### config.mk
export PLATFORM = sky130hd
export DESIGN_NAME = prcs_switchover
export DESIGN_NICKNAME = d
export VERILOG_FILES = /design/src/prcs_pkg.sv /design/src/prcs_loss_detect.sv /design/src/prcs_switchover.sv
export SDC_FILE = /design/constraint.sdc
export NUM_CORES = 1
export LEC_CHECK = 0
export BUFFER_PORTS_ARGS = -buffer_cell sky130_fd_sc_hd__buf_4
export CAP_MARGIN = 20
export CORE_MARGIN = 5
export CORE_UTILIZATION = 30
export DETAILED_ROUTE_END_ITERATION = 8
export SKIP_CTS_REPAIR_TIMING = 1
export SLEW_MARGIN = 10
export SYNTH_ARGS = -nofsm -noshare
export SYNTH_HDL_FRONTEND = slang
export SYNTH_SLANG_ARGS = --single-unit
### constraint.sdc
create_clock -name clock -period 2.9 [get_ports clock]
set_input_delay 0.29 -clock clock [delete_from_list [all_inputs] [get_ports clock]]
set_output_delay 0.29 -clock clock [all_outputs]
set_load 0.02 [all_outputs]
### src/prcs_pkg.sv
// shared constants for the reference clock switchover block
package prcs_pkg;

  // register byte offsets
  localparam logic [7:0] PRCS_CTRL_OFS = 8'h00;
  localparam logic [7:0] PRCS_STATUS_OFS = 8'h04;
  localparam logic [7:0] PRCS_DIV_FIRST_OFS = 8'h08;
  localparam logic [7:0] PRCS_DIV_LAST_OFS = 8'h10;
  localparam logic [7:0] PRCS_ROUTE_OFS = 8'h14;

  // control register fields
  localparam int PRCS_CTRL_AUTO_BIT = 0;
  localparam int PRCS_CTRL_MANUAL_BIT = 1;
  localparam int PRCS_CTRL_KIND_LSB = 2;
  localparam logic PRCS_CTRL_AUTO_RESET = 1'b1;

  // reference source kinds
  localparam logic [1:0] PRCS_KIND_PIN = 2'h0;
  localparam logic [1:0] PRCS_KIND_CTRL_BLOCK = 2'h1;
  localparam logic [1:0] PRCS_KIND_INTERNAL = 2'h2;

  // status register fields
  localparam int PRCS_STAT_PRI_LOSS_BIT = 0;
  localparam int PRCS_STAT_SEC_LOSS_BIT = 1;
  localparam int PRCS_STAT_ACTIVE_BIT = 2;
  localparam int PRCS_STAT_BUSY_BIT = 3;
  localparam int PRCS_STAT_CFGERR_BIT = 4;

  // divider register fields
  localparam int PRCS_DIV_COUNT_W = 10;
  localparam int PRCS_DIV_DUTY_BIT = 10;
  localparam int PRCS_DIV_PHASE_LSB = 11;
  localparam int PRCS_PHASE_STEPS = 8;
  localparam int PRCS_PHASE_W = $clog2(PRCS_PHASE_STEPS);
  localparam logic [9:0] PRCS_DIV_MIN = 10'h001;
  localparam logic [9:0] PRCS_DIV_MAX_HALF = 10'h200;
  localparam logic [9:0] PRCS_DIV_MAX_OTHER = 10'h100;
  localparam logic [9:0] PRCS_DIV_RESET = 10'h001;
  localparam int PRCS_NUM_DIV = 3;

  // transmit routing enables, one per divider
  localparam int PRCS_ROUTE_SERIAL_BIT = 0;
  localparam int PRCS_ROUTE_LOAD_BIT = 1;
  localparam int PRCS_ROUTE_PARALLEL_BIT = 2;

  // loss detection timing
  localparam int PRCS_LOSS_REF_PERIODS = 2;
  localparam int PRCS_REF_PERIOD_CYCLES = 4;

  // switchover state machine
  typedef enum logic [1:0] {
    PRCS_SW_IDLE,
    PRCS_SW_GATE,
    PRCS_SW_TAKE
  } prcs_sw_state_t;

endpackage

### src/prcs_loss_detect.sv
// low-level loss detector for one sampled reference clock
`timescale 1ns/100ps
`default_nettype none
module prcs_loss_detect
  import prcs_pkg::*;
#(
  parameter int LOSS_CYCLES = PRCS_LOSS_REF_PERIODS * PRCS_REF_PERIOD_CYCLES
) (
  // clock and reset
  input wire logic clock,
  input wire logic sys_rst,
  // sampled reference level
  input wire logic refLevel,
  // loss indication
  output logic lossFlag
);

  localparam int CNT_W = $clog2(LOSS_CYCLES + 1);
  localparam logic [CNT_W-1:0] CNT_LIMIT = CNT_W'(LOSS_CYCLES);

  logic [CNT_W-1:0] lowCount; // cycles spent low

  // count low time, restart on any high sample
  always_ff @(posedge clock) begin
    if (sys_rst) begin
      lowCount <= '0;
    end else if (refLevel) begin
      lowCount <= '0;
    end else if (lowCount != CNT_LIMIT) begin
      lowCount <= lowCount + 1'b1;
    end
  end

  // flag once the input stayed low too long, drop when it toggles again
  always_ff @(posedge clock) begin
    if (sys_rst) begin
      lossFlag <= 1'b0;
    end else if (refLevel) begin
      lossFlag <= 1'b0;
    end else if (lowCount == CNT_LIMIT) begin
      lossFlag <= 1'b1;
    end
  end

endmodule
`default_nettype wire

### src/prcs_switchover.sv
// reference clock selection, glitch-free switchover and divider settings
//
// Added by the designer: the Avalon-MM register port and the address map.
`timescale 1ns/100ps
`default_nettype none
module prcs_switchover
  import prcs_pkg::*;
#(
  parameter int REF_PERIOD_CYCLES = PRCS_REF_PERIOD_CYCLES
) (
  // clock and reset
  input wire logic clock,
  input wire logic sys_rst,
  // reference clock inputs, sampled
  input wire logic primaryRefClock,
  input wire logic secondaryRefClock,
  // user switch request
  input wire logic manualSwitchRequest,
  // loop reference and indicators
  output logic loopRefClock,
  output logic activeClock,
  output logic primaryLossFlag,
  output logic secondaryLossFlag,
  // avalon-mm slave
  input wire logic [7:0] address,
  input wire logic read,
  input wire logic write,
  input wire logic [31:0] writedata,
  output logic [31:0] readdata,
  output logic waitrequest
);

  // divider value legal for the configured duty cycle
  function automatic logic divLegal(input logic [9:0] value, input logic halfDuty);
    logic [9:0] upper;
    upper = halfDuty ? PRCS_DIV_MAX_HALF : PRCS_DIV_MAX_OTHER;
    divLegal = (value >= PRCS_DIV_MIN) && (value <= upper);
  endfunction

  // register address inside the divider window, word aligned
  function automatic logic isDivAddr(input logic [7:0] addr);
    isDivAddr = (addr >= PRCS_DIV_FIRST_OFS) && (addr <= PRCS_DIV_LAST_OFS)
      && (addr[1:0] == 2'h0);
  endfunction

  // sampled reference levels and previous samples
  logic priLevel;
  logic secLevel;
  logic priPrev;
  logic secPrev;
  logic priFall;
  logic secFall;
  // manual request edge detection
  logic manualPrev;
  logic manualEdge;
  // control state
  logic autoEnable;
  logic softSwitch;
  logic [1:0] refKind;
  logic cfgError;
  logic [PRCS_DIV_COUNT_W-1:0] divCount [PRCS_NUM_DIV];
  logic divHalfDuty [PRCS_NUM_DIV];
  logic [PRCS_PHASE_W-1:0] divPhase [PRCS_NUM_DIV];
  logic [2:0] routeEnable;
  // switchover state
  prcs_sw_state_t swState;
  logic selSecondary;
  logic gateOn;
  logic curFall;
  logic newFall;
  logic curLost;
  logic newLost;
  logic switchStart;
  // bus handshake
  logic busReq;
  logic busAck;
  logic writeTaken;
  logic rejectWrite;
  logic [1:0] divIndex;
  logic [31:0] next_readdata;

  // sample the reference inputs once
  always_ff @(posedge clock) begin
    if (sys_rst) begin
      priLevel <= 1'b0;
      secLevel <= 1'b0;
      priPrev <= 1'b0;
      secPrev <= 1'b0;
    end else begin
      priLevel <= primaryRefClock;
      secLevel <= secondaryRefClock;
      priPrev <= priLevel;
      secPrev <= secLevel;
    end
  end

  // falling edges of each reference
  assign priFall = priPrev & ~priLevel;
  assign secFall = secPrev & ~secLevel;

  // loss detection on the primary reference
  prcs_loss_detect #(
    .LOSS_CYCLES(PRCS_LOSS_REF_PERIODS * REF_PERIOD_CYCLES)
  ) primaryDetect (
    .clock(clock),
    .sys_rst(sys_rst),
    .refLevel(priLevel),
    .lossFlag(primaryLossFlag)
  );

  // same detection on the secondary reference
  prcs_loss_detect #(
    .LOSS_CYCLES(PRCS_LOSS_REF_PERIODS * REF_PERIOD_CYCLES)
  ) secondaryDetect (
    .clock(clock),
    .sys_rst(sys_rst),
    .refLevel(secLevel),
    .lossFlag(secondaryLossFlag)
  );

  // manual request rising edge; the requester holds it long enough to be seen
  always_ff @(posedge clock) begin
    if (sys_rst) begin
      manualPrev <= 1'b0;
    end else begin
      manualPrev <= manualSwitchRequest;
    end
  end

  assign manualEdge = manualSwitchRequest & ~manualPrev;

  // current and candidate source views
  assign curFall = selSecondary ? secFall : priFall;
  assign newFall = selSecondary ? priFall : secFall;
  assign curLost = selSecondary ? secondaryLossFlag : primaryLossFlag;
  assign newLost = selSecondary ? primaryLossFlag : secondaryLossFlag;

  // start on a manual edge, a software request, or loss of the current source
  assign switchStart = manualEdge | softSwitch
    | (autoEnable & curLost & ~newLost);

  // switchover state machine
  always_ff @(posedge clock) begin
    if (sys_rst) begin
      swState <= PRCS_SW_IDLE;
    end else begin
      case (swState)
        PRCS_SW_IDLE: begin
          if (switchStart) begin
            swState <= PRCS_SW_GATE;
          end
        end
        PRCS_SW_GATE: begin
          // a dead source is already low, gate at once
          if (curFall | curLost) begin
            swState <= PRCS_SW_TAKE;
          end
        end
        PRCS_SW_TAKE: begin
          if (newFall) begin
            swState <= PRCS_SW_IDLE;
          end
        end
        default: begin
          swState <= PRCS_SW_IDLE;
        end
      endcase
    end
  end

  // output gate: closed on the old falling edge, reopened on the new one
  always_ff @(posedge clock) begin
    if (sys_rst) begin
      gateOn <= 1'b1;
    end else if (swState == PRCS_SW_GATE && (curFall | curLost)) begin
      gateOn <= 1'b0;
    end else if (swState == PRCS_SW_TAKE && newFall) begin
      gateOn <= 1'b1;
    end
  end

  // multiplexer select, moved only while the output is gated
  always_ff @(posedge clock) begin
    if (sys_rst) begin
      selSecondary <= 1'b0;
    end else if (swState == PRCS_SW_TAKE && newFall) begin
      selSecondary <= ~selSecondary;
    end
  end

  // registered loop reference and source indicator
  always_ff @(posedge clock) begin
    if (sys_rst) begin
      loopRefClock <= 1'b0;
      activeClock <= 1'b0;
    end else begin
      loopRefClock <= gateOn & (selSecondary ? secLevel : priLevel);
      activeClock <= selSecondary;
    end
  end

  // bus: one wait cycle, answer on the second edge
  assign busReq = read | write;
  assign waitrequest = busReq & ~busAck;
  assign writeTaken = write & busAck;
  assign divIndex = 2'((address - PRCS_DIV_FIRST_OFS) >> 2);

  // acknowledge toggles so each request takes exactly two edges
  always_ff @(posedge clock) begin
    if (sys_rst) begin
      busAck <= 1'b0;
    end else begin
      busAck <= busReq & ~busAck;
    end
  end

  // writes that break a configuration limit are dropped
  always_comb begin
    rejectWrite = 1'b0;
    if (address == PRCS_CTRL_OFS) begin
      rejectWrite = writedata[PRCS_CTRL_KIND_LSB+:2] == PRCS_KIND_INTERNAL
        || writedata[PRCS_CTRL_KIND_LSB+:2] > PRCS_KIND_INTERNAL;
    end else if (isDivAddr(address)) begin
      rejectWrite = ~divLegal(writedata[PRCS_DIV_COUNT_W-1:0],
        writedata[PRCS_DIV_DUTY_BIT]);
    end
  end

  // control register and one-shot software switch
  always_ff @(posedge clock) begin
    if (sys_rst) begin
      autoEnable <= PRCS_CTRL_AUTO_RESET;
      softSwitch <= 1'b0;
      refKind <= PRCS_KIND_PIN;
    end else begin
      softSwitch <= 1'b0;
      if (writeTaken && address == PRCS_CTRL_OFS && !rejectWrite) begin
        autoEnable <= writedata[PRCS_CTRL_AUTO_BIT];
        softSwitch <= writedata[PRCS_CTRL_MANUAL_BIT];
        refKind <= writedata[PRCS_CTRL_KIND_LSB+:2];
      end
    end
  end

  // sticky configuration error, set wins over write-one-to-clear
  always_ff @(posedge clock) begin
    if (sys_rst) begin
      cfgError <= 1'b0;
    end else if (writeTaken && rejectWrite) begin
      cfgError <= 1'b1;
    end else if (writeTaken && address == PRCS_STATUS_OFS
        && writedata[PRCS_STAT_CFGERR_BIT]) begin
      cfgError <= 1'b0;
    end
  end

  // output divider settings
  always_ff @(posedge clock) begin
    if (sys_rst) begin
      for (int i = 0; i < PRCS_NUM_DIV; i++) begin
        divCount[i] <= PRCS_DIV_RESET;
        divHalfDuty[i] <= 1'b1;
        divPhase[i] <= '0;
      end
    end else if (writeTaken && isDivAddr(address) && !rejectWrite) begin
      divCount[divIndex] <= writedata[PRCS_DIV_COUNT_W-1:0];
      divHalfDuty[divIndex] <= writedata[PRCS_DIV_DUTY_BIT];
      // phase in eighths of the oscillator period
      divPhase[divIndex] <= writedata[PRCS_DIV_PHASE_LSB+:PRCS_PHASE_W];
    end
  end

  // transmit routing: three enable bits, stored and read back only, not used by any other logic
  always_ff @(posedge clock) begin
    if (sys_rst) begin
      routeEnable <= 3'h0;
    end else if (writeTaken && address == PRCS_ROUTE_OFS) begin
      routeEnable <= writedata[2:0];
    end
  end

  // read mux
  always_comb begin
    next_readdata = 32'h0000_0000;
    if (address == PRCS_CTRL_OFS) begin
      next_readdata[PRCS_CTRL_AUTO_BIT] = autoEnable;
      next_readdata[PRCS_CTRL_KIND_LSB+:2] = refKind;
    end else if (address == PRCS_STATUS_OFS) begin
      next_readdata[PRCS_STAT_PRI_LOSS_BIT] = primaryLossFlag;
      next_readdata[PRCS_STAT_SEC_LOSS_BIT] = secondaryLossFlag;
      next_readdata[PRCS_STAT_ACTIVE_BIT] = activeClock;
      next_readdata[PRCS_STAT_BUSY_BIT] = swState != PRCS_SW_IDLE;
      next_readdata[PRCS_STAT_CFGERR_BIT] = cfgError;
    end else if (isDivAddr(address)) begin
      next_readdata[PRCS_DIV_COUNT_W-1:0] = divCount[divIndex];
      next_readdata[PRCS_DIV_DUTY_BIT] = divHalfDuty[divIndex];
      next_readdata[PRCS_DIV_PHASE_LSB+:PRCS_PHASE_W] = divPhase[divIndex];
    end else if (address == PRCS_ROUTE_OFS) begin
      next_readdata[PRCS_ROUTE_SERIAL_BIT] = routeEnable[PRCS_ROUTE_SERIAL_BIT];
      next_readdata[PRCS_ROUTE_LOAD_BIT] = routeEnable[PRCS_ROUTE_LOAD_BIT];
      next_readdata[PRCS_ROUTE_PARALLEL_BIT] = routeEnable[PRCS_ROUTE_PARALLEL_BIT];
    end
  end

  // read data registered on the wait cycle, valid when waitrequest drops
  always_ff @(posedge clock) begin
    if (sys_rst) begin
      readdata <= 32'h0000_0000;
    end else if (read && !busAck) begin
      readdata <= next_readdata;
    end
  end

endmodule
`default_nettype wire

* Yosys cells after proc, flatten, opt, wreduce, memory -nomap -nowiden
Memories as Yosys holds them, arrays and structs flattened. Cells that the tools add are included.
Operators by class: add/sub/neg operators 3, order comparisons 5, equal/unequal tests 12, mux-type cells 39, bitwise logic cells 20, reduce and logical (&&, ||, !) cells 30
Operators by type and width (number):
- $mux W10 | 3
- $mux W1 | 22
- $logic_and A1 B1 Y1 | 14
- $mux W2 | 7
- $mux W11 | 1
- $ge A10 B1 Y1 const B | 1
- $le A10 B10 Y1 | 1
- $reduce_or A10 Y1 | 1
- $mux W3 | 3
- $mux W9 | 1
- $add A4 B1 Y4 const B | 2
- $and A1 B1 Y1 | 8
- $eq A4 B4 Y1 const B | 2
- $eq A8 B3 Y1 const B | 1
- $eq A8 B5 Y1 const B | 1
- $ge A8 B4 Y1 const B | 1
- $le A8 B5 Y1 const B | 1
- $logic_not A8 Y1 | 1
- $ne A4 B4 Y1 const B | 2
- $not A1 Y1 | 8
- $ne A2 B2 Y1 const B | 3
- $pmux W2 S3 | 1
- $reduce_bool A2 Y1 | 3
- $reduce_or A2 Y1 | 3
- other kinds (12) | 18
Storage, ports and cells: flip-flop bits (word level) 44, bits in writable memories 42, input bits 47, output and inout port bits 37, word-level logic and storage cells 133, memories 3
Memories:
- divCount | words 3, width 10, rd ports 1, clocked after Yosys merged registers in 0, wr ports 3, RTL line prcs_switchover.sv:61 | logic [PRCS_DIV_COUNT_W-1:0] divCount [PRCS_NUM_DIV];
- divPhase | words 3, width 3, rd ports 1, clocked after Yosys merged registers in 0, wr ports 3, RTL line prcs_switchover.sv:63 | logic [PRCS_PHASE_W-1:0] divPhase [PRCS_NUM_DIV];
- divHalfDuty | words 3, width 1, rd ports 1, clocked after Yosys merged registers in 0, wr ports 3, RTL line prcs_switchover.sv:62 | logic divHalfDuty [PRCS_NUM_DIV];

* Depth between registers and ports, before layout
depth in word-level cells 13, gate-level depth with buffers 8, gate-level depth less buffers 7

* By module
A second synthesis with hierarchy kept.
Unflattened totals: cell total of the unflattened synthesis 406, area, all modules 4808.4 um^2
Modules (own cells, without submodules):
- prcs_switchover | times used 1, cells an instance 354, area each 4287.9 um^2, sequential area each 2332.2 um^2
- prcs_loss_detect | times used 2, cells an instance 26, area each 260.2 um^2, sequential area each 100.1 um^2

* Worst setup path before layout
OpenSTA, ideal clock, no wires.
path kind input -> register, start input port writedata[6], end memory divCount[0][0], enable pin, setup time 0.357 ns, data arrival time 2.091 ns, data required time 2.543 ns, slack 0.452 ns, cell stages on the path 5, path buffers 0, path through or4_1 > o32ai_2 > nand4_4 > nor3_4 > or2_1
RTL lines:
- start: declaration | RTL line prcs_switchover.sv:28 | input wire logic [31:0] writedata,
- end: declaration | RTL line prcs_switchover.sv:61

==> qor.txt <==
count of buffers from port buffering: 47
Site Rows: 45
wirelength, routed: 10000 um
number of antenna violations at the first check in global routing: 0
cell area after synthesis: 0.00453 mm^2
ys async rst share: 0%
pre-CTS setup slack: 0.176 ns
Max Transition Viols Final: 0
count of placed standard cells in the final layout, fillers left out: 628
area of the die: 0.0177 mm^2
worst-path fanout max: 13
DRC: 0
Clk network pwr share: 40.2%
portion of the post-synthesis area used by sequential elements: 55.8%
total power per unit cell area: 553 mW/mm^2
Worst Tran Pin Value: 0.852 ns
Post-Route Setup TNS: 0 ns
number of instances in the synthesized netlist: 369
total routing resource utilization after global routing: 11.7%
Worst Hold Endpoint: divPhase[3][0]$_DFFE_PP_
buffer cell driving the clock tree root: sky130_fd_sc_hd__clkbuf_16
total iterations of the first detailed-routing run: 6
CP startpoint: writedata[6]
Skew-Pair Late Insertion Delay: 0.35 ns
delay of the slowest critical-path stage: 0.59 ns
Hold Startpoint: writedata[11]
Switching Power: 0.696 mW
vertical extent of the die: 133 um
total number of vias: 3,046
Syn Area/Cell: 12.3 um^2
routed vias/inst: 4.85
kind of end point of the critical path: flop
initial core utilization: 30.2%
H-Tree Depth: 3
max-capacitance violation count: 0
number of enable-type register cells in the synthesized netlist: 53
critical-path cell list: buf_4 > or4_1 > o32ai_2 > nand4_4 > nor3_4 > or2_1
synth unique cells: 56
share of cells above drive strength 1: 22.7%
Cell Area, Placed: 0.00514 mm^2
# setup viols final: 0
Ant. Diodes: 0
maximum number of pins on one net before global-route repair: 43
mux contribution to synthesized area: 9.63%
share of the synthesized netlist area taken by xor and xnor gates: 0.773%
internal power component: 2.31 mW
launch point of the worst reg-to-reg path: busAck$_SDFF_PP0_
global-route wire length before repair: 16,100 um
Synth-to-Final Area Change: 19.8%
antenna violation net count after detailed routing: 0
Non-Filler Cell Area, Final: 0.00543 mm^2
length in cells of the worst reg-to-reg path: 5
final hold violation count: 0
dpl hpwl: 6910 um
DR WL/cell: 15.9 um
switch share: 23.2%
master of the slowest instance on the critical path: sky130_fd_sc_hd__or4_1
number of warnings printed during yosys synthesis: 0
simple-gate area share of the yosys netlist: 19.2%
achievable frequency: 428 MHz
largest family of logic cells by synthesized area: simple AND/OR/NAND/NOR gates
logic gate share of total power: 8.0%
worst hold path class: in -> reg
startpoint type of the worst setup path: primary input
post-route fraction of the period consumed by the critical path: 80.6%
Critical Path AT: 2.31 ns
placeable core area: 0.0150 mm^2
endpoint of the worst-slack reg-to-reg timing path: divPhase[0][2]$_SDFFCE_PN0P_
adder-cell share of the synthesized area: 1.66%
leakage component of the power: 2.03 nW
I/O pin cnt: 84
data required time of the critical path: 2.87 ns
maximum ir drop on the vdd rail: 347 uV
vias in the first global route: 3,078
number of DRC markers after the initial detailed-route iteration: 244
clock period minus worst slack: 2.34 ns
Top FF cell, synth: sky130_fd_sc_hd__edfxtp_1
filler instances: 1,475
setup ws final: 0.564 ns
unrepaired setup endpoints after global routing: false
clock tree from TritonCTS: built
depth of the worst hold-timing path: 1
delay-heaviest family, CP: simple AND/OR/NAND/NOR gates
largest buffer count on any clock path: 2
flip-flop and latch count after synthesis: 100
clock sink count: 100
category of the critical setup timing path: in -> reg
GRT Residual Overflow: 0
run status: finished, final reports clean
final weighted congestion in routability-driven placement: 0.852
Final Net Count: 488
Horiz. Die Dim: 133 um
Final Skew: 0.0117 ns
placed cell count: 612
CTS Buf Count: 9
Compound-Gate Fraction of Synth Area: 7.40%
Reg2Reg Setup Slack: 0.79 ns
overall power of the completed layout: 3.00 mW
slew margin rel.: 43.0%
Clock transition at path regs: 0.07 ns
Reg power frac: 51.8%
combined buffer and inverter count along the critical path: 1
==> worst reg2reg max path, cell delays in order (launching register included) <==
cell and delay [ns]:
sky130_fd_sc_hd__dfxtp_1 0.43, sky130_fd_sc_hd__nand2_1 0.20, sky130_fd_sc_hd__nor4_4 0.22, sky130_fd_sc_hd__nand4_4 0.19, sky130_fd_sc_hd__nor3_4 0.16, sky130_fd_sc_hd__or2_1 0.55
==> metal layers <==
metal  global-route usage [%]  routed length [um]  vias up
met5                        0                   0        -
met3                     3.69                 856       19
met1                     14.4                4150     1470
li1                         -                   -     1433
met2                     18.8                4750      124
met4                     4.79                 236        0
==> metrics by stage <==
stage	hold WS, ns	util, %
6_report	0.138	36.1
5_1_grt	0.129	36.1
4_1_cts	0.127	36.1
3_5_place_dp	0.458	34.2
3_3_place_gp	0.451	34.2
2_1_floorplan	0.389	-
==> cells in the final DEF, fill, tap and decap left out, types with 11 or more instances in the layout <==
cell                       count
sky130_fd_sc_hd__conb_1       32
sky130_fd_sc_hd__nor2_1       25
sky130_fd_sc_hd__mux4_2       14
sky130_fd_sc_hd__mux2i_1      11
sky130_fd_sc_hd__nor2b_1      14
sky130_fd_sc_hd__and2_1       34
sky130_fd_sc_hd__dfxtp_1      47
sky130_fd_sc_hd__a32o_1       11
sky130_fd_sc_hd__nand2_1      12
sky130_fd_sc_hd__buf_4        56
sky130_fd_sc_hd__nor3_1       15
sky130_fd_sc_hd__edfxtp_1     53
==> final cells by class <==
| class | count | area [um^2] | area share [%] |
|---|---|---|---|
| clock buffer | 11 | 233 | 4.28 |
| clock inverter | 5 | 60.1 | 1.11 |
| inverter | 10 | 37.5 | 0.691 |
| multi-input combinational | 256 | 1870 | 34.5 |
| sequential | 100 | 2530 | 46.6 |
| tap | 188 | 235 | 4.33 |
| timing repair buffer | 58 | 460 | 8.48 |
==> cells by family after synthesis <==
family                     after synthesis
DFF                                    100
AOI/OAI and AO/OA                       44
buffers and inverters                   44
adders and majority gates                6
muxes                                   26
and+or+nand+nor                        144
other                                    1
xor gates and xnor gates                 4
==> power groups by stage <==
stage	Clock [mW]	Sequential [mW]	Combinational [mW]
final	1.21	1.55	0.241
after global routing	1.30	1.56	0.265
after CTS	1.24	1.56	0.243
after detailed placement	0	1.59	0.242
after global placement	0	1.58	0.237
after floorplan	0	1.58	0.164
==> registers in the layout (all words and copies together), names as in the netlist, 2 cells and up <==
name,flops
divCount,40
readdata,14
divPhase,12
divHalfDuty,4
primaryDetect.lowCount,4
secondaryDetect.lowCount,4
routeEnable,3
refKind,2
swState,2
==> cells in the mapped netlist (2+ instances only) <==
library cell               count  area [um^2]
sky130_fd_sc_hd__nor2_4        2         22.5
sky130_fd_sc_hd__nor3_1       15         75.1
sky130_fd_sc_hd__inv_1        10         37.5
sky130_fd_sc_hd__nand2b_1      6         37.5
sky130_fd_sc_hd__nor3b_1       4         30.0
sky130_fd_sc_hd__a32o_1       11          110
sky130_fd_sc_hd__and2_1       34          213
sky130_fd_sc_hd__nor2_1       25         93.8
sky130_fd_sc_hd__ha_1          6         75.1
sky130_fd_sc_hd__and2_2        2         15.0
sky130_fd_sc_hd__or4_1         3         22.5
sky130_fd_sc_hd__edfxtp_1     53         1590
sky130_fd_sc_hd__a211oi_1      5         37.5
sky130_fd_sc_hd__o22ai_1       2         12.5
sky130_fd_sc_hd__and3_1        2         12.5
sky130_fd_sc_hd__dfxtp_1      47          941
sky130_fd_sc_hd__o21ai_0       4         20.0
sky130_fd_sc_hd__nor2b_1      14         87.6
sky130_fd_sc_hd__nand3b_1      2         15.0
sky130_fd_sc_hd__a21oi_1      10         50.1
sky130_fd_sc_hd__mux4_2       14          315
sky130_fd_sc_hd__xnor2_1       2         17.5
sky130_fd_sc_hd__clkbuf_1      9         33.8
sky130_fd_sc_hd__mux2i_1      11          110
sky130_fd_sc_hd__nand2_1      12         45.0
sky130_fd_sc_hd__a31oi_1       2         12.5
sky130_fd_sc_hd__or2_1         3         18.8
sky130_fd_sc_hd__nor3_2        2         20.0
sky130_fd_sc_hd__buf_2         3         15.0
sky130_fd_sc_hd__nor4_1        2         12.5
sky130_fd_sc_hd__buf_1         3         11.3
sky130_fd_sc_hd__buf_4        18          135
sky130_fd_sc_hd__xor2_1        2         17.5
sky130_fd_sc_hd__nand3_1       7         35.0
==> worst max path at each step <==
stage / endpoint / slack, ns / cells past startpoint
finish: divPhase[0][2]$_SDFFCE_PN0P_ / 0.56 / 6
global route: divPhase[0][2]$_SDFFCE_PN0P_ / 0.44 / 6
CTS: divPhase[0][2]$_SDFFCE_PN0P_ / 0.54 / 6
detailed placement: divCount[0][0]$_SDFFCE_PN1P_ / 0.18 / 6
global placement: divCount[0][2]$_SDFFCE_PN0P_ / 0.21 / 6
floorplan: divCount[0][0]$_SDFFCE_PN1P_ / 0.45 / 5
Power figures use the tool's default switching activity.
